### src/logic/acc_defines.svh
// Register map, field positions and timing constants of the comparator block.
// Contract
// - Writes protected except start and flag registers
// - Debugger writes bypass write protection
// - Result is one when positive exceeds negative
// - Event config frozen while module enabled
// - Comparator settings frozen while comparator enabled
// - Comparator runs only with both enables set
// - Module disable stops comparators, keeps their enables
// - Soft reset clears all but debug, disables
// - Start-up delay before result, continuous first only
// - Low-power mux bit switches doubler off
// - Interrupt select: toggle, rise, fall, end
// - Output events follow state regardless of interrupts
// - Continuous: update state, first sets ready
// - Continuous edges compare current and previous sample
// - Sleep toggle requests clock, then releases it
// - Single-shot: start, delay, one comparison
// - Start clears ready, completion sets it
// - Trigger read starts shots, stalls until ready
// - Event input starts shot, clears ready
// - Single-shot edges compare consecutive results
// - Sleep event shot runs then stops clock
// - Logic keeps running during debug halt
`ifndef ACC_DEFINES_SVH
`define ACC_DEFINES_SVH

`define ACC_OFF_MAIN    12'h000
`define ACC_OFF_START   12'h004
`define ACC_OFF_EVCFG   12'h008
`define ACC_OFF_IRQMSK  12'h00c
`define ACC_OFF_IRQFLG  12'h010
`define ACC_OFF_STATE   12'h014
`define ACC_OFF_READY   12'h018
`define ACC_OFF_TRIG    12'h01c
`define ACC_OFF_CFG0    12'h020
`define ACC_OFF_CFG1    12'h024
`define ACC_OFF_DBG     12'h028

`define ACC_MAIN_SOFT_RESET_BIT  0
`define ACC_MAIN_EN     1
`define ACC_MAIN_LOW_POWER_MUX_BIT  2
`define ACC_EV_OUT_LSB  0
`define ACC_EV_IN_LSB   8

`define ACC_CFG_EN      0
`define ACC_CFG_SINGLE  2
`define ACC_CFG_SPEED   3
`define ACC_CFG_ISEL    4
`define ACC_CFG_HYSTERESIS_SELECT    6
`define ACC_CFG_POS     8
`define ACC_CFG_NEG     12
`define ACC_CFG_FILTER_LENGTH    24

`define ACC_CLK_MHZ     50
`define ACC_STARTUP_NS  2000
`define ACC_DOUBLER_NS  3000
`define ACC_NS2CYC(ns)  (((ns) * `ACC_CLK_MHZ + 999) / 1000)

`endif

### src/logic/acc_pkg.sv
// Types shared by the comparator control block.
package acc_pkg;

    typedef enum logic [1:0] {
        ACC_ISEL_TOGGLE,
        ACC_ISEL_RISE,
        ACC_ISEL_FALL,
        ACC_ISEL_EOC
    } acc_isel_e;

    typedef struct packed {
        logic [2:0] filter_length;
        logic [2:0] negative_input_select;
        logic [1:0] positive_input_select;
        logic       hysteresis_select;
        acc_isel_e  irq_condition_select;
        logic       speed;
        logic       single;
        logic       enable;
    } acc_cfg_s;

    typedef enum logic [1:0] {
        ACC_IDLE,
        ACC_WAIT,
        ACC_CMP
    } acc_state_e;

endpackage

### src/logic/acc_comparator_module.sv
// Digital control of two analog comparators with an APB register port.
`timescale 1ns/100ps
`default_nettype none
`include "acc_defines.svh"

module acc_comparator_module
    import acc_pkg::*;
#(
    parameter int SAMPLE_DIV = 4,
    parameter int NCMP       = 2
) (
    input  wire logic            sys_clk,
    input  wire logic            rstn,
    input  wire logic [11:0]     paddr,
    input  wire logic            psel,
    input  wire logic            penable,
    input  wire logic            pwrite,
    input  wire logic [31:0]     pwdata,
    output logic      [31:0]     prdata,
    output logic                 pready,
    output logic                 pslverr,
    input  wire logic            wp_enable,
    input  wire logic            dbg_access,
    input  wire logic [NCMP-1:0] cmp_raw,
    input  wire logic [NCMP-1:0] evt_start,
    output logic      [NCMP-1:0] evt_out,
    output logic      [NCMP-1:0] cmp_power,
    output acc_cfg_s             cmp_cfg [NCMP],
    output logic                 doubler_en,
    input  wire logic            sleep_mode,
    output logic                 clk_request,
    output logic                 irq
);

    localparam logic [11:0] SU_CYC = 12'(`ACC_NS2CYC(`ACC_STARTUP_NS));
    localparam logic [11:0] DB_CYC = 12'(`ACC_NS2CYC(`ACC_DOUBLER_NS));
    localparam logic [7:0]  SDIV   = 8'(SAMPLE_DIV - 1);

    logic            main_en;
    logic            lp_mux;
    logic            dbg_run;
    logic [NCMP-1:0] ev_out_en;
    logic [NCMP-1:0] ev_in_en;
    logic [NCMP-1:0] irq_mask;
    logic [NCMP-1:0] irq_flag;
    acc_cfg_s        cfg [NCMP];
    logic [NCMP-1:0] cmp_s1;
    logic [NCMP-1:0] cmp_s2;
    logic [NCMP-1:0] cmp_s3;
    logic [NCMP-1:0] cmp_f;
    logic [7:0]      div_cnt;
    logic            tick;
    logic [NCMP-1:0] state_bits;
    logic [NCMP-1:0] ready_bits;
    logic [NCMP-1:0] busy_bits;
    logic [NCMP-1:0] irq_set;
    logic [NCMP-1:0] toggle_pend;
    logic [NCMP-1:0] shot_busy;
    logic            wr_ok;
    logic            prot_hit;
    logic            sreset;
    logic            trig_setup;
    logic            trig_wait;
    logic            mapped;
    logic            trig_ld;

    // True for a completing write to the given offset.
    function automatic logic wr_to(input logic [11:0] off);
        wr_to = wr_ok && (paddr == off);
    endfunction

    // Offsets reached by every master regardless of protection.
    function automatic logic unprot(input logic [11:0] off);
        unprot = (off == `ACC_OFF_START) || (off == `ACC_OFF_IRQFLG);
    endfunction

    // Protection blocks ordinary masters only; debugger writes pass.
    assign prot_hit = wp_enable && !dbg_access && !unprot(paddr);
    assign mapped   = (paddr <= `ACC_OFF_DBG) && (paddr[1:0] == 2'b00);
    assign wr_ok    = psel && penable && pwrite && pready && mapped
                      && !prot_hit;
    assign sreset   = wr_to(`ACC_OFF_MAIN) && pwdata[`ACC_MAIN_SOFT_RESET_BIT];

    // A trigger read starts shots in its setup cycle and waits in access.
    assign trig_setup = psel && !penable && !pwrite
                        && (paddr == `ACC_OFF_TRIG);
    assign trig_wait  = psel && penable && !pwrite
                        && (paddr == `ACC_OFF_TRIG);
    assign pready  = !trig_wait || trig_ld;
    assign pslverr = psel && penable && pready
                     && (!mapped || (pwrite && prot_hit));

    // The trigger answer is loaded on the same edge at which pready rises.
    always_ff @(posedge sys_clk or negedge rstn) begin
        if (!rstn) begin
            trig_ld <= 1'b0;
        end else begin
            trig_ld <= trig_wait && !trig_ld && !(|busy_bits);
        end
    end

    // Main control; soft reset returns it to the disabled state.
    always_ff @(posedge sys_clk or negedge rstn) begin
        if (!rstn) begin
            main_en <= 1'b0;
            lp_mux  <= 1'b0;
        end else if (sreset) begin
            main_en <= 1'b0;
            lp_mux  <= 1'b0;
        end else if (wr_to(`ACC_OFF_MAIN)) begin
            main_en <= pwdata[`ACC_MAIN_EN];
            lp_mux  <= pwdata[`ACC_MAIN_LOW_POWER_MUX_BIT];
        end
    end

    // Debug control survives soft reset; comparators never halt for debug.
    always_ff @(posedge sys_clk or negedge rstn) begin
        if (!rstn) begin
            dbg_run <= 1'b0;
        end else if (wr_to(`ACC_OFF_DBG) && !main_en) begin
            dbg_run <= pwdata[0];
        end
    end

    // Event configuration accepts writes only while the module is off.
    always_ff @(posedge sys_clk or negedge rstn) begin
        if (!rstn) begin
            ev_out_en <= '0;
            ev_in_en  <= '0;
        end else if (sreset) begin
            ev_out_en <= '0;
            ev_in_en  <= '0;
        end else if (wr_to(`ACC_OFF_EVCFG) && !main_en) begin
            ev_out_en <= pwdata[`ACC_EV_OUT_LSB +: NCMP];
            ev_in_en  <= pwdata[`ACC_EV_IN_LSB +: NCMP];
        end
    end

    // Interrupt mask.
    always_ff @(posedge sys_clk or negedge rstn) begin
        if (!rstn) begin
            irq_mask <= '0;
        end else if (sreset) begin
            irq_mask <= '0;
        end else if (wr_to(`ACC_OFF_IRQMSK)) begin
            irq_mask <= pwdata[NCMP-1:0];
        end
    end

    // Sticky flags: a new event in the clearing cycle keeps the flag set.
    always_ff @(posedge sys_clk or negedge rstn) begin
        if (!rstn) begin
            irq_flag <= '0;
        end else if (sreset) begin
            irq_flag <= '0;
        end else if (wr_to(`ACC_OFF_IRQFLG)) begin
            irq_flag <= (irq_flag & ~pwdata[NCMP-1:0]) | irq_set;
        end else begin
            irq_flag <= irq_flag | irq_set;
        end
    end

    assign irq = |(irq_flag & irq_mask);

    // Three-stage synchroniser; a change counts once stages two and three
    // agree, so software only ever sees settled comparator levels.
    always_ff @(posedge sys_clk or negedge rstn) begin
        if (!rstn) begin
            cmp_s1 <= '0;
            cmp_s2 <= '0;
            cmp_s3 <= '0;
        end else begin
            cmp_s1 <= cmp_raw;
            cmp_s2 <= cmp_s1;
            cmp_s3 <= cmp_s2;
        end
    end

    // Settled comparator levels.
    always_ff @(posedge sys_clk or negedge rstn) begin
        if (!rstn) begin
            cmp_f <= '0;
        end else begin
            cmp_f <= (cmp_s2 & cmp_s3) | (cmp_f & (cmp_s2 | cmp_s3));
        end
    end

    // Sampling tick; it runs free and ignores any debug halt.
    always_ff @(posedge sys_clk or negedge rstn) begin
        if (!rstn) begin
            div_cnt <= '0;
        end else if (div_cnt == SDIV) begin
            div_cnt <= '0;
        end else begin
            div_cnt <= div_cnt + 8'h01;
        end
    end

    assign tick = (div_cnt == SDIV);

    // Per-comparator configuration, sequencing and result logic.
    for (genvar i = 0; i < NCMP; i++) begin : g_cmp
        acc_state_e st;
        logic [11:0] cnt;
        logic        st_bit;
        logic        rdy;
        logic        active;
        logic        trig;
        logic        done;
        logic        rise;
        logic        fall;
        logic        hit;
        logic [11:0] off;

        assign off = i[0] ? `ACC_OFF_CFG1 : `ACC_OFF_CFG0;

        // Settings other than the enable bit are writable only while this comparator is disabled.
        always_ff @(posedge sys_clk or negedge rstn) begin
            if (!rstn) begin
                cfg[i] <= '0;
            end else if (sreset) begin
                cfg[i] <= '0;
            end else if (wr_to(off)) begin
                cfg[i].enable <= pwdata[`ACC_CFG_EN];
                if (!cfg[i].enable) begin
                    cfg[i].single <= pwdata[`ACC_CFG_SINGLE];
                    cfg[i].speed  <= pwdata[`ACC_CFG_SPEED];
                    cfg[i].irq_condition_select <=
                        acc_isel_e'(pwdata[`ACC_CFG_ISEL +: 2]);
                    cfg[i].hysteresis_select <= pwdata[`ACC_CFG_HYSTERESIS_SELECT];
                    cfg[i].positive_input_select <=
                        pwdata[`ACC_CFG_POS +: 2];
                    cfg[i].negative_input_select <=
                        pwdata[`ACC_CFG_NEG +: 3];
                    cfg[i].filter_length <= pwdata[`ACC_CFG_FILTER_LENGTH +: 3];
                end
            end
        end

        assign active = main_en && cfg[i].enable;
        assign trig = (wr_to(`ACC_OFF_START) && pwdata[i])
                      || (evt_start[i] && ev_in_en[i])
                      || trig_setup;
        assign done = (st == ACC_CMP) && tick && active;

        // Idle, start-up wait, then compare; continuous stays comparing.
        always_ff @(posedge sys_clk or negedge rstn) begin
            if (!rstn) begin
                st  <= ACC_IDLE;
                cnt <= '0;
            end else if (sreset || !active) begin
                st  <= ACC_IDLE;
                cnt <= '0;
            end else begin
                case (st)
                    ACC_IDLE: begin
                        if (!cfg[i].single || trig) begin
                            st  <= ACC_WAIT;
                            cnt <= lp_mux ? SU_CYC : SU_CYC + DB_CYC;
                        end
                    end
                    ACC_WAIT: begin
                        if (cnt <= 12'h001) begin
                            st <= ACC_CMP;
                        end
                        cnt <= cnt - 12'h001;
                    end
                    ACC_CMP: begin
                        if (tick && cfg[i].single) begin
                            st <= ACC_IDLE;
                        end
                    end
                    default: st <= ACC_IDLE;
                endcase
            end
        end

        // Result and ready; the previous result feeds the edge detector.
        always_ff @(posedge sys_clk or negedge rstn) begin
            if (!rstn) begin
                st_bit <= 1'b0;
                rdy    <= 1'b0;
            end else if (sreset) begin
                st_bit <= 1'b0;
                rdy    <= 1'b0;
            end else if (done) begin
                st_bit <= cmp_f[i];
                rdy    <= 1'b1;
            end else if (!active) begin
                rdy <= 1'b0;
            end else if (st == ACC_IDLE && trig && cfg[i].single) begin
                rdy <= 1'b0;
            end
        end

        // Edges compare the new result with the one before it.
        assign rise = done && cmp_f[i] && !st_bit;
        assign fall = done && !cmp_f[i] && st_bit;

        // Interrupt condition selection.
        always_comb begin
            case (cfg[i].irq_condition_select)
                ACC_ISEL_TOGGLE: hit = rise || fall;
                ACC_ISEL_RISE:   hit = rise;
                ACC_ISEL_FALL:   hit = fall;
                default:         hit = done;
            endcase
        end

        assign irq_set[i]     = hit;
        assign state_bits[i]  = st_bit;
        assign ready_bits[i]  = rdy;
        assign busy_bits[i]   = active && !rdy;
        assign toggle_pend[i] = (st == ACC_CMP) && !cfg[i].single
                                && (cmp_f[i] != st_bit);
        assign shot_busy[i]   = cfg[i].single && (st != ACC_IDLE);
        assign cmp_power[i]   = active && (st != ACC_IDLE);
        assign cmp_cfg[i]     = cfg[i];
    end

    // Events follow the result whether or not interrupts are enabled.
    always_ff @(posedge sys_clk or negedge rstn) begin
        if (!rstn) begin
            evt_out <= '0;
        end else begin
            evt_out <= state_bits & ev_out_en;
        end
    end

    // Doubler runs while any comparator is powered, unless bypassed.
    assign doubler_en = (|cmp_power) && !lp_mux;

    // In sleep the clock is held only while work or a wake-up is pending.
    assign clk_request = !sleep_mode || (|toggle_pend) || (|shot_busy)
                         || irq;

    // Read data mux.
    always_ff @(posedge sys_clk or negedge rstn) begin
        if (!rstn) begin
            prdata <= '0;
        end else if (psel && !penable && !pwrite) begin
            prdata <= '0;
            if (paddr == `ACC_OFF_MAIN) begin
                prdata[`ACC_MAIN_EN]    <= main_en;
                prdata[`ACC_MAIN_LOW_POWER_MUX_BIT] <= lp_mux;
            end else if (paddr == `ACC_OFF_EVCFG) begin
                prdata[`ACC_EV_OUT_LSB +: NCMP] <= ev_out_en;
                prdata[`ACC_EV_IN_LSB +: NCMP]  <= ev_in_en;
            end else if (paddr == `ACC_OFF_IRQMSK) begin
                prdata[NCMP-1:0] <= irq_mask;
            end else if (paddr == `ACC_OFF_IRQFLG) begin
                prdata[NCMP-1:0] <= irq_flag;
            end else if (paddr == `ACC_OFF_STATE) begin
                prdata[NCMP-1:0] <= state_bits;
            end else if (paddr == `ACC_OFF_READY) begin
                prdata[NCMP-1:0] <= ready_bits;
            end else if (paddr == `ACC_OFF_CFG0) begin
                prdata <= 32'(cfg_word(cfg[0]));
            end else if (paddr == `ACC_OFF_CFG1) begin
                prdata <= 32'(cfg_word(cfg[1]));
            end else if (paddr == `ACC_OFF_DBG) begin
                prdata[0] <= dbg_run;
            end
        end else if (trig_wait && !trig_ld) begin
            prdata <= {{(32-NCMP){1'b0}}, state_bits};
        end
    end

    // Places a configuration into its register layout.
    function automatic logic [31:0] cfg_word(input acc_cfg_s c);
        cfg_word = '0;
        cfg_word[`ACC_CFG_EN]        = c.enable;
        cfg_word[`ACC_CFG_SINGLE]    = c.single;
        cfg_word[`ACC_CFG_SPEED]     = c.speed;
        cfg_word[`ACC_CFG_ISEL +: 2] = c.irq_condition_select;
        cfg_word[`ACC_CFG_HYSTERESIS_SELECT]      = c.hysteresis_select;
        cfg_word[`ACC_CFG_POS +: 2]  = c.positive_input_select;
        cfg_word[`ACC_CFG_NEG +: 3]  = c.negative_input_select;
        cfg_word[`ACC_CFG_FILTER_LENGTH +: 3] = c.filter_length;
    endfunction

endmodule // acc_comparator_module

`default_nettype wire

### config.mk
export PLATFORM = sky130hd
export DESIGN_NAME = acc_comparator_module
export DESIGN_NICKNAME = d
export VERILOG_FILES = /design/src/logic/acc_pkg.sv /design/src/logic/acc_comparator_module.sv
export VERILOG_INCLUDE_DIRS = /design/src /design/src/logic
export SDC_FILE = /design/constraint.sdc
export NUM_CORES = 1
export LEC_CHECK = 0
export BUFFER_PORTS_ARGS = -buffer_cell sky130_fd_sc_hd__buf_4
export CORE_MARGIN = 10
export CORE_UTILIZATION = 55
export CTS_CLUSTER_SIZE = 28
export DETAILED_ROUTE_END_ITERATION = 6
export GPL_TIMING_DRIVEN = 0
export PLACE_DENSITY = 0.88
export SETUP_SLACK_MARGIN = 0.05
export SYNTH_ARGS = -nofsm -noshare
export SYNTH_HDL_FRONTEND = slang
export SYNTH_SLANG_ARGS = --single-unit
### constraint.sdc
create_clock -name sys_clk -period 2.44 [get_ports sys_clk]
set_input_delay 0.366 -clock sys_clk [delete_from_list [all_inputs] [get_ports sys_clk]]
set_output_delay 0.366 -clock sys_clk [all_outputs]
set_load 0.02 [all_outputs]
==> metrics.md, run 1 <==
| Metric | Value |
|---|---|
| Area Overhead vs Synth | `20.9%` |
| Core region area | `10300 sq um` |
| Yosys cell types | `roughly 80` |
| Number of buffers added on ports | `86` |
| Final worst path period need | `approximately 2.3 ns` |
| Fmax | `430 MHz` |
| H-tree depth | `3` |
| Vias in the first global route | `5222` |
| Slew @ Worst Pin | `0.996 ns` |
| Mapped cell area | `5830 sq um` |
| Async SR Flop Fraction | `100%` |
| Drt drc | `1` |
| Vias per inst | `6.17` |
| CTS tree | `done` |
| Most used DFF post-synth | `dfrtp_1` |
| Type of the worst setup path | `primary input to output port` |
| Failing checks | `design-rule violations` |
| First-pass GRT wire length | `around 27000 um` |
| Clk root buf | `clkbuf_8` |
| Slew Viols, Final | `0` |
| Crit path max fanout | `10` |
| CP endpoint kind | `output port` |
| Worst-path clk slew | `0.12 ns` |
| Die ar. | `15100 sq um` |
| Syn Inst Count | `599` |
| Via count | `5302` |
| Max-slew headroom | `33.0%` |
| Area after DPL | `6710 sq um` |
| Synth top area cells | `dfrtp_1 (45%), mux2i_1 (6.5%), o21ai_0 (3.5%)` |
| Initial drt markers | `around 670` |
| Fill count | `just over 800` |
| Die span in y | `123 um` |
| Tot Pwr | `3.20 mW` |
| Initial antenna violation count | `0` |
| Post-synth top cells | `dfrtp_1 (105), nand2_1 (46), nor2_1 (45)` |
| Max Cap Viol | `0` |
| CP required | `just over 2 ns` |
| Worst Setup Start Kind | `primary input` |
| Largest net degree at the start of global routing | `106` |
| GRT Total Usage | `22.0%` |
| Clk Latency, worst-skew pair | `about 0.39 ns` |
| Die Wd | `123 um` |
| Final period utilization | `95.3%` |
| Layout Skew | `~0.013 ns` |
| Worst EP arrival | `1.96 ns` |
| Leading area contributor after synthesis | `dfrtp_1` |
| Maximum vdd drop | `0.272 mV` |
| Synth Warn # | `0` |
| Share of the synthesized area in the top cell type | `45.0%` |
| I/O pin count | `125` |
| Post-route ant nets | `0` |
| Row Count | `37` |
| Reg2reg setup slack | `0.17 ns` |
| Hpwl dp | `between 10000 and 15000 um` |
| Drt pass-1 iters | `7` |
| Power Density | `453 nW/um^2` |
| Starting Density | `56.5%` |
| Final Instance Area | `around 7100 sq um` |
| Ant. Diodes | `0` |
| Num CTS Buffers | `9` |
| Gp weighted congestion | `0.957` |
| Net count, final | `slightly below 800` |
| Finish-stage setup viols | `0` |
| Worst-case clock buffer depth | `2` |
| Drt wl/cell | `19.4 um` |
| Routed wire length | `approximately 17000 um` |
| Pleak | `around 3.2 nW` |
| Layout cells sized above 1 | `26.0%` |
| Hold Violations, Final | `0` |
| Hold WS | `~0.067 ns` |
| Syn avg cell area | `9.74 sq um` |
| Worst hold path class | `primary input to register` |
| Total gr overflow | `0` |
| Sinks on Clock Net | `105` |
| Status | `complete, but fails checks` |
| Register area share after synthesis | `45.0%` |
| RSZ-0062 raised after global routing | `true` |
| Most numerous cell in the Yosys netlist | `dfrtp_1` |
| Post-synth EDFFs | `0` |
| Yosys reg bits | `105` |
==> cell families (layout without fill, tap and decap cells) <==
group | Yosys count | after routing | share of synthesized area, %
flops | 105 | 105 | 45.0
buf+inv | 60 | 169 | 5.49
simple gates | 217 | 217 | 20.6
mux | 41 | 41 | 7.10
fa+ha+maj | 7 | 7 | 1.42
xor+xnor | 7 | 7 | 1.05
compound gates | 161 | 161 | 19.2
other cells | 1 | 17 | 0.0643
==> layout make-up <==
type                            count  area (sq um)  area share, %
Multi-Input combinational cell    450          2980           42.3
Sequential cell                   105          2630           37.3
Inverter                           13          48.8          0.692
Clock inverter                      7          95.1           1.35
Timing Repair Buffer               94           732           10.4
Buffer                             46           272           3.85
Clock buffer                        9           124           1.76
Tap cell                          136           170           2.41
==> worst max-delay path, cell delays in order <==
cell      delay, ns
clkbuf_1       0.30
clkbuf_4       0.32
inv_1          0.09
nor3_1         0.21
a221o_1        0.16
nand2_1        0.05
a31oi_1        0.26
buf_4          0.20
==> path summary, 6_finish.rpt <==
path,from,to,cells after the start
worst max-delay path,paddr[3],pslverr,8
worst min-delay path,cmp_raw[0],cmp_s1[0],1
worst max register to register,div_cnt[4],g_cmp[1].st_bit,5
worst min register to register,cmp_s1[1],cmp_s2[1],0
max in group asynchronous,rstn,g_cmp[0].cnt[11],3
min in group asynchronous,rstn,div_cnt[6],2
==> state kept, by name (all words and copies together) (netlist names), 2 cells and up <==
signal and flops:
cmp_cfg 28, g_cmp.cnt 24, prdata 15, div_cnt 8, g_cmp.st 4, cmp_f 2, cmp_s1 2, cmp_s2 2
cmp_s3 2, ev_in_en 2, ev_out_en 2, evt_out 2, g_cmp.rdy 2, g_cmp.st_bit 2, irq_flag 2, irq_mask 2
==> metrics by stage <==
| stage | std cells | setup slack [ns] | TNS, ns | utilization [%] |
|---|---|---|---|---|
| CTS | 853 | 0.0459 | 0 | 67.2 |
| finish | 860 | 0.115 | 0 | 68.3 |
| floorplan | 615 | 0.152 | 0 | - |
| detailed placement | 837 | -0.438 | -14.73 | 65.0 |
| global route | 860 | -0.0172 | -0.0172 | 68.3 |
| global placement | 837 | -0.426 | -13.24 | 65.0 |
==> per-layer routing <==
metal | part of all wire [%] | wire [um] | up-vias | global-route usage, %
li1 | - | - | 2412 | -
met4 | 1.7 | 276 | 0 | 7.35
met2 | 48 | 8020 | 281 | 36.2
met3 | 10 | 1720 | 30 | 5.56
met5 | 0 | 0 | - | 0
met1 | 40 | 6650 | 2579 | 27.7
==> power by group <==
group / total [mW] / internal, mW / switching, mW
Sequential: 1.76 / 1.75 / 0.00783
Combinational: 0.258 / 0.103 / 0.155
Clock: 1.18 / 0.506 / 0.675
==> cells in the final DEF, fill, tap and decap left out, types with 5 or more instances in the layout <==
master	instances
a211oi_1	5
a31o_2	5
a31oi_1	7
a21oi_1	37
nor2_2	20
clkbuf_8	9
a22oi_1	17
nor2b_1	8
nand2_1	46
nor2_1	45
clkbuf_1	18
inv_1	13
and3_1	8
mux2i_1	38
xnor2_1	6
buf_4	108
nand3_1	14
conb_1	17
nand2b_1	9
buf_2	7
and2_1	7
o21ai_0	41
nor3_1	9
nor4_1	5
nand4_1	10
dfrtp_1	105
ha_1	5
==> repair_timing <==
action,in CTS,in global routing
pin swaps,0,3
endpoints found under the hold margin,0,2
hold buffers,0,1
resized for setup,2,6
endpoints found under the setup margin,30,34
setup buffers,0,6
No activity file was read; power rests on OpenSTA's default activity.
==> inputs of run 2 (changes only) <==
--- a/config.mk
+++ b/config.mk
@@ -6,13 +6,14 @@
 export SDC_FILE = /design/constraint.sdc
 export NUM_CORES = 1
 export LEC_CHECK = 0
-export BUFFER_PORTS_ARGS = -buffer_cell sky130_fd_sc_hd__buf_4
+export BUFFER_PORTS_ARGS = -buffer_cell sky130_fd_sc_hd__buf_2
 export CORE_MARGIN = 10
-export CORE_UTILIZATION = 55
+export CORE_UTILIZATION = 25
 export CTS_CLUSTER_SIZE = 28
 export DETAILED_ROUTE_END_ITERATION = 6
 export GPL_TIMING_DRIVEN = 0
-export PLACE_DENSITY = 0.88
+export PLACE_DENSITY = 0.51
+export REMOVE_ABC_BUFFERS = 1
 export SETUP_SLACK_MARGIN = 0.05
 export SYNTH_ARGS = -nofsm -noshare
 export SYNTH_HDL_FRONTEND = slang
==> metrics.md, run 2 (same netlist as run 1, synthesis figures left out) <==
| Metric | Value |
|---|---|
| CP required | `2.69 ns (+0.62 ns)` |
| Clk root buf | `clkbuf_16` |
| Worst-case clock buffer depth | `2 (unchanged)` |
| Max Cap Viol | `0 (unchanged)` |
| Critical R2R Launch | `div_cnt[4]` |
| Fmax | `436 MHz (+1.3%)` |
| Clk Latency, worst-skew pair | `0.36 ns (-0.03 ns)` |
| Max reg flops | `28 (unchanged)` |
| Final worst path period need | `2.30 ns (-0.0299 ns)` |
| Pint | `2.63 mW (+12%)` |
| Power Density | `502 nW/um^2 (+11%)` |
| GRT Total Usage | `11.5% (-11 points)` |
| Commonest non-fill, non-tap cell in the layout | `dfrtp_1` |
| Slew Viols, Final | `0 (unchanged)` |
| Kind of cell adding the most delay to the critical path | `simple AND/OR/NAND/NOR gates` |
| R2R Path End | `irq_flag[1]` |
| Worst Setup Start Kind | `primary input` |
| Worst Reg-to-Reg Cells | `5 (unchanged)` |
| Vias in the first global route | `4891 (-6.3%)` |
| Post-route setup TNS | `0 ns (unchanged)` |
| Most frequent cells in the layout | `dfrtp_1 (105), buf_2 (89), nand2_1 (46), nor2_1 (45), o21ai_0 (41)` |
| I/O pin count | `125 (unchanged)` |
| Reg2reg setup slack | `0.16 ns (about the same)` |
| Seq pwr share | `50.1% (-4.9 points)` |
| Finished Core Util | `30.6% (-38 points)` |
| Worst hold path class | `primary input to async pin` |
| Via count | `4844 (-8.6%)` |
| Hpwl dp | `12800 um (+4.6%)` |
| Clock network power share | `43.7% (+6.8 points)` |
| Finish-stage setup viols | `0 (unchanged)` |
| CP max-delay cell | `nor3b_1` |
| CTS tree | `done` |
| Starting Density | `25.6% (-31 points)` |
| Crit path cell chain | `buf_2 -> nor3b_1 -> nand4_1 -> a31oi_4 -> a21oi_1 -> a311oi_1` |
| First-pass GRT wire length | `28100 um (+5.3%)` |
| Final period utilization | `94.1% (-1.2 points)` |
| RSZ-0062 raised after global routing | `true` |
| Pleak | `3.11 nW (-2.7%)` |
| Maximum vdd drop | `0.384 mV (+41%)` |
| Row Count | `55 (+49%)` |
| Gp weighted congestion | `0.809 (-15%)` |
| Max-slew headroom | `37.0% (+3.9 points)` |
| Crit path max fanout | `8 (-2)` |
| Worst EP arrival | `2.55 ns (+0.59 ns)` |
| Drt pass-1 iters | `4 (-3)` |
| Number of buffers added on ports | `90 (+4.7%)` |
| Die Wd | `173 um (+40%)` |
| Slew @ Worst Pin | `0.944 ns (-0.0524 ns)` |
| Dpl cells | `976 (+17%)` |
| Sinks on Clock Net | `105 (unchanged)` |
| Largest net degree at the start of global routing | `59 (-44%)` |
| Hold Violations, Final | `0 (unchanged)` |
| Switching power total | `0.872 mW (+4.1%)` |
| Non-filler cells, final | `1001 (+16%)` |
| Area Overhead vs Synth | `19.6%` |
| Tot Pwr | `3.51 mW (+9.6%)` |
| Worst-path clk slew | `0.08 ns (-0.04 ns)` |
| Num CTS Buffers | `9 (unchanged)` |
| Die span in y | `173 um (+40%)` |
| Die ar. | `29800 sq um (+97%)` |
| Initial antenna violation count | `1 (+1)` |
| Hold_buf cts | `0 (unchanged)` |
| H-tree depth | `3 (unchanged)` |
| Vias per inst | `4.84 (-22%)` |
| Layout Skew | `0.00953 ns (-0.00380 ns)` |
| Logic pwr share | `6.2% (-1.9 points)` |
| Drt wl/cell | `17.4 um (-10%)` |
| Status | `completed` |
| Ant. Diodes | `0 (unchanged)` |
| Max incr delay on CP | `0.78 ns (+0.46 ns)` |
| Core region area | `22800 sq um (+120%)` |
| Net count, final | `744 (-4.6%)` |
| Fill count | `2418 (+190%)` |
| Drt drc | `0 (-1)` |
| Post-route ant nets | `0 (unchanged)` |
| Initial drt markers | `368 (-45%)` |
| CP endpoint kind | `register` |
| Type of the worst setup path | `primary input to register` |
| Total gr overflow | `0 (unchanged)` |
| Worst path bufs/invs | `1 (-3)` |
| Routed wire length | `17500 um (+4.8%)` |
| Sw frac | `24.9% (-1.3 points)` |
| Layout cells sized above 1 | `24.9% (-1.1 points)` |
[run 2: changes by cell type in the layout (fill, tap and decap cells not counted), sizes merged]
| cell | change |
|---|---|
| buf | -16 |
| clkbuf | -19 |
| clkinv | +2 |
| dlygate4sd3 | -1 |
| inv | -2 |
[run 2: worst max-delay path by stage]
stage	slack [ns]	start	depth (start not counted)	endpoint
finish	0.14	pwrite	6	g_cmp[0].cnt[6]
floorplan	-2.01	paddr[9]	5	ev_out_en[0]
global route	0.004	div_cnt[4]	5	irq_flag[1]
global placement	-4.12	paddr[9]	6	ev_out_en[0]
CTS	0.11	div_cnt[4]	5	g_cmp[1].st_bit
detailed placement	-1.18	paddr[9]	6	cmp_cfg[21]
[run 2: power groups by stage]
stage	clock (mW)	combinational, mW	sequential (mW)
final	1.53	0.218	1.76
after global routing	1.66	0.242	1.76
after CTS	1.59	0.217	1.76
after detailed placement	0	0.212	1.79
after global placement	0	0.206	1.79
after floorplan	0	0.0851	1.79
[run 2: worst reg2reg max path, stage by stage (launching register included)]
cell and delay, ns:
dfrtp_1 0.43, or4_1 0.56, nor3_2 0.43, nor4b_2 0.45, o21ai_1 0.18, a21oi_1 0.15
[run 2: what timing repair did]
action	in CTS	in global routing
pin swaps	3	3
gates cloned	0	0
resized for setup	4	4
endpoints found under the setup margin	65	31
buffers inserted	4	5
[run 2: layout make-up]
| type | instances | area (sq um) | share of cell area, % |
|---|---|---|---|
| clock inverter | 7 | 88.8 | 1.27 |
| sequential | 105 | 2630 | 37.6 |
| tap | 313 | 392 | 5.61 |
| clock buffer | 9 | 225 | 3.23 |
| multi-input combinational | 450 | 2990 | 42.9 |
| inverter | 13 | 48.8 | 0.699 |
| timing repair buffer | 104 | 606 | 8.68 |
[run 2: per-layer routing]
metal / vias to the layer above / wire, um / track usage (%) / part of all wire, %
met5: - / 18 / 0 / 0.10
met1: 2372 / 7790 / 14.5 / 45
li1: 2339 / - / - / -
met3: 11 / 1320 / 4.64 / 7.5
met2: 120 / 8190 / 18.0 / 47
met4: 2 / 147 / 2.41 / 0.84
[run 2: stage by stage]
stage	worst slack (ns)	hold WS, ns	instance area (sq um)
after global routing	0.00373	0.0669	6980
after floorplan	-2.01	0.0704	5620
after CTS	0.111	0.0543	6930
after detailed placement	-1.18	0.335	6550
final	0.145	0.0259	6980
after global placement	-4.12	0.332	6460
==> inputs of run 3 (changes only) <==
==> constraint.sdc (replaced) <==
create_clock -name sys_clk -period 2.6 [get_ports sys_clk]
set_input_delay 0.39 -clock sys_clk [delete_from_list [all_inputs] [get_ports sys_clk]]
set_output_delay 0.39 -clock sys_clk [all_outputs]
set_load 0.02 [all_outputs]
==> metrics.md, run 3 (same netlist as run 1, synthesis figures left out) <==
| Metric | Value |
|---|---|
| CP required | `2.21 ns (-0.48 ns)` |
| Final Instance Area | `6920 sq um (-0.82%)` |
| Net count, final | `738 (-0.81%)` |
| Gp weighted congestion | `0.809 (unchanged)` |
| CTS tree | `done` |
| Num CTS Buffers | `9 (unchanged)` |
| Logic pwr share | `6.1% (about the same)` |
| Number of buffers added on ports | `90 (unchanged)` |
| Hold Violations, Final | `0 (unchanged)` |
| Max incr delay on CP | `0.65 ns (-0.13 ns)` |
| Vias per inst | `4.85 (+0.27%)` |
| Cell mode on critical path | `buf_2` |
| H-tree depth | `3 (unchanged)` |
| Die Wd | `173 um (unchanged)` |
| Switching power total | `0.819 mW (-6.1%)` |
| Max Cap Viol | `0 (unchanged)` |
| Worst Setup Start Kind | `primary input` |
| Dpl cells | `976 (unchanged)` |
| Via count | `4828 (-0.33%)` |
| Setup WS pre-CTS | `-1.05 ns (+0.136 ns)` |
| Maximum vdd drop | `0.362 mV (-5.7%)` |
| First-pass GRT wire length | `28100 um (about the same)` |
| Type of the worst setup path | `primary input to output port` |
| Drt wl/cell | `17.5 um (+0.12%)` |
| Die ar. | `29800 sq um (unchanged)` |
| Ant. Diodes | `0 (unchanged)` |
| Worst hold path class | `primary input to async pin` |
| Slew @ Worst Pin | `0.985 ns (+0.0411 ns)` |
| Seq pwr share | `50.1% (about the same)` |
| Reg2reg setup slack | `0.24 ns (+0.08 ns)` |
| Tot Pwr | `3.29 mW (-6.2%)` |
| Max-slew headroom | `33.8% (-3.2 points)` |
| Drt drc | `0 (unchanged)` |
| Worst Reg-to-Reg Cells | `5 (unchanged)` |
| Commonest non-fill, non-tap cell in the layout | `dfrtp_1` |
| GRT Total Usage | `11.5% (about the same)` |
| Final worst path period need | `about 2.5 ns` |
| Kind of cell adding the most delay to the critical path | `simple AND/OR/NAND/NOR gates` |
| Sw frac | `24.9% (about the same)` |
| Power Density | `475 nW/um^2 (-5.4%)` |
| Die span in y | `173 um (unchanged)` |
| Fmax | `405 MHz` |
| Worst EP arrival | `2.08 ns (-0.47 ns)` |
| Area after DPL | `6550 sq um (unchanged)` |
| Vias in the first global route | `4885 (-0.12%)` |
| Total gr overflow | `0 (unchanged)` |
| Row Count | `55 (unchanged)` |
| Final period utilization | `95.0%` |
| I/O pin count | `125 (unchanged)` |
| Status | `completed` |
| RSZ-0062 raised after global routing | `true` |
| Crit path max fanout | `12 (+4)` |
| Fill count | `2418 (unchanged)` |
| Layout cells sized above 1 | `24.0% (-0.81 points)` |
| Initial drt markers | `301 (-18%)` |
| Drt pass-1 iters | `4 (unchanged)` |
| Finished Core Util | `30.4% (-0.25 points)` |
| Area Overhead vs Synth | `18.7%` |
| Non-filler cells, final | `995 (-0.60%)` |
| Initial antenna violation count | `1 (unchanged)` |
| Hold_buf cts | `0 (unchanged)` |
| Pleak | `3.08 nW (-1.2%)` |
| Setup WS post-layout | `0.131 ns (-0.0140 ns)` |
| CP max-delay cell | `nor4_4` |
| R2R Path End | `g_cmp[1].cnt[8]` |
| Hpwl dp | `12800 um (unchanged)` |
| Worst-path clk slew | `0.08 ns (about the same)` |
| Most frequent cells in the layout | `dfrtp_1 (105), buf_2 (89), nand2_1 (46), nor2_1 (45), o21ai_0 (41)` |
| Clk Latency, worst-skew pair | `0.36 ns (about the same)` |
| Core region area | `22800 sq um (unchanged)` |
| Layout Skew | `0.00991 ns (+0.000379 ns)` |
| Starting Density | `25.6% (unchanged)` |
| Slew Viols, Final | `0 (unchanged)` |
| Critical R2R Launch | `g_cmp[1].st[0]` |
| CP endpoint kind | `output port` |
| Pint | `2.47 mW (-6.2%)` |
| Clock network power share | `43.7% (about the same)` |
| Sinks on Clock Net | `105 (unchanged)` |
| Routed wire length | `17400 um (-0.48%)` |
| Max reg flops | `28 (unchanged)` |
| Crit path cell chain | `buf_2 -> nor4_4 -> nand4_1 -> nand3_1 -> a31oi_1 -> buf_2` |
| Finish-stage setup viols | `0 (unchanged)` |
| Worst path bufs/invs | `2 (+1)` |
| Clk root buf | `clkbuf_16` |
| Post-route ant nets | `0 (unchanged)` |
| Worst-case clock buffer depth | `2 (unchanged)` |
| Largest net degree at the start of global routing | `59 (unchanged)` |
run 3: worst max path at each step:
stage / startpoint / end / cells after the start
final: paddr[10] / pslverr / 6
after global routing: paddr[10] / pslverr / 6
after CTS: paddr[9] / pslverr / 6
after detailed placement: paddr[9] / cmp_cfg[21] / 6
after global placement: paddr[9] / ev_out_en[0] / 6
after floorplan: paddr[9] / ev_out_en[0] / 5
run 3: power groups by stage:
stage	clock, mW	combinational, mW	sequential (mW)
after detailed placement	0	0.199	1.68
after global routing	1.56	0.223	1.65
after floorplan	0	0.0798	1.68
after global placement	0	0.193	1.68
final	1.44	0.201	1.65
after CTS	1.49	0.204	1.65
run 3: worst reg2reg max path, delay by kind of cell (launching register included):
kind	cells	cell delay, ns
compound gates	3	1.21
simple gates	2	0.54
flops	1	0.53
run 3: per-stage QoR:
step	hold WS (ns)	TNS (ns)
after floorplan	0.0944	-56.21
after global placement	0.332	-159.87
after detailed placement	0.335	-36.01
after CTS	0.0783	0
after global routing	0.0909	0
final	0.0443	0
run 3: what timing repair did:
| item | CTS | global route |
|---|---|---|
| pin swaps | 2 | 2 |
| gates resized for setup | 4 | 1 |
| gates cloned | 0 | 0 |
| setup endpoints to repair | 53 | 2 |
| setup buffers | 3 | 0 |
run 3: cell type report:
| cell class | count | area [sq um] | area share (%) |
|---|---|---|---|
| multi-input combinational | 450 | 2980 | 43.1 |
| timing repair buffer | 98 | 561 | 8.10 |
| clock inverter | 7 | 88.8 | 1.28 |
| inverter | 13 | 48.8 | 0.705 |
| tap | 313 | 392 | 5.66 |
| sequential | 105 | 2630 | 38.0 |
| clock buffer | 9 | 225 | 3.25 |
run 3: per-layer routing:
layer,global-route usage [%],wire length [um],vias to the layer above
li1,-,-,2327
met1,14.5,7840,2377
met2,18.0,8120,110
met3,4.64,1240,12
met4,2.41,160,2
met5,0,18,-
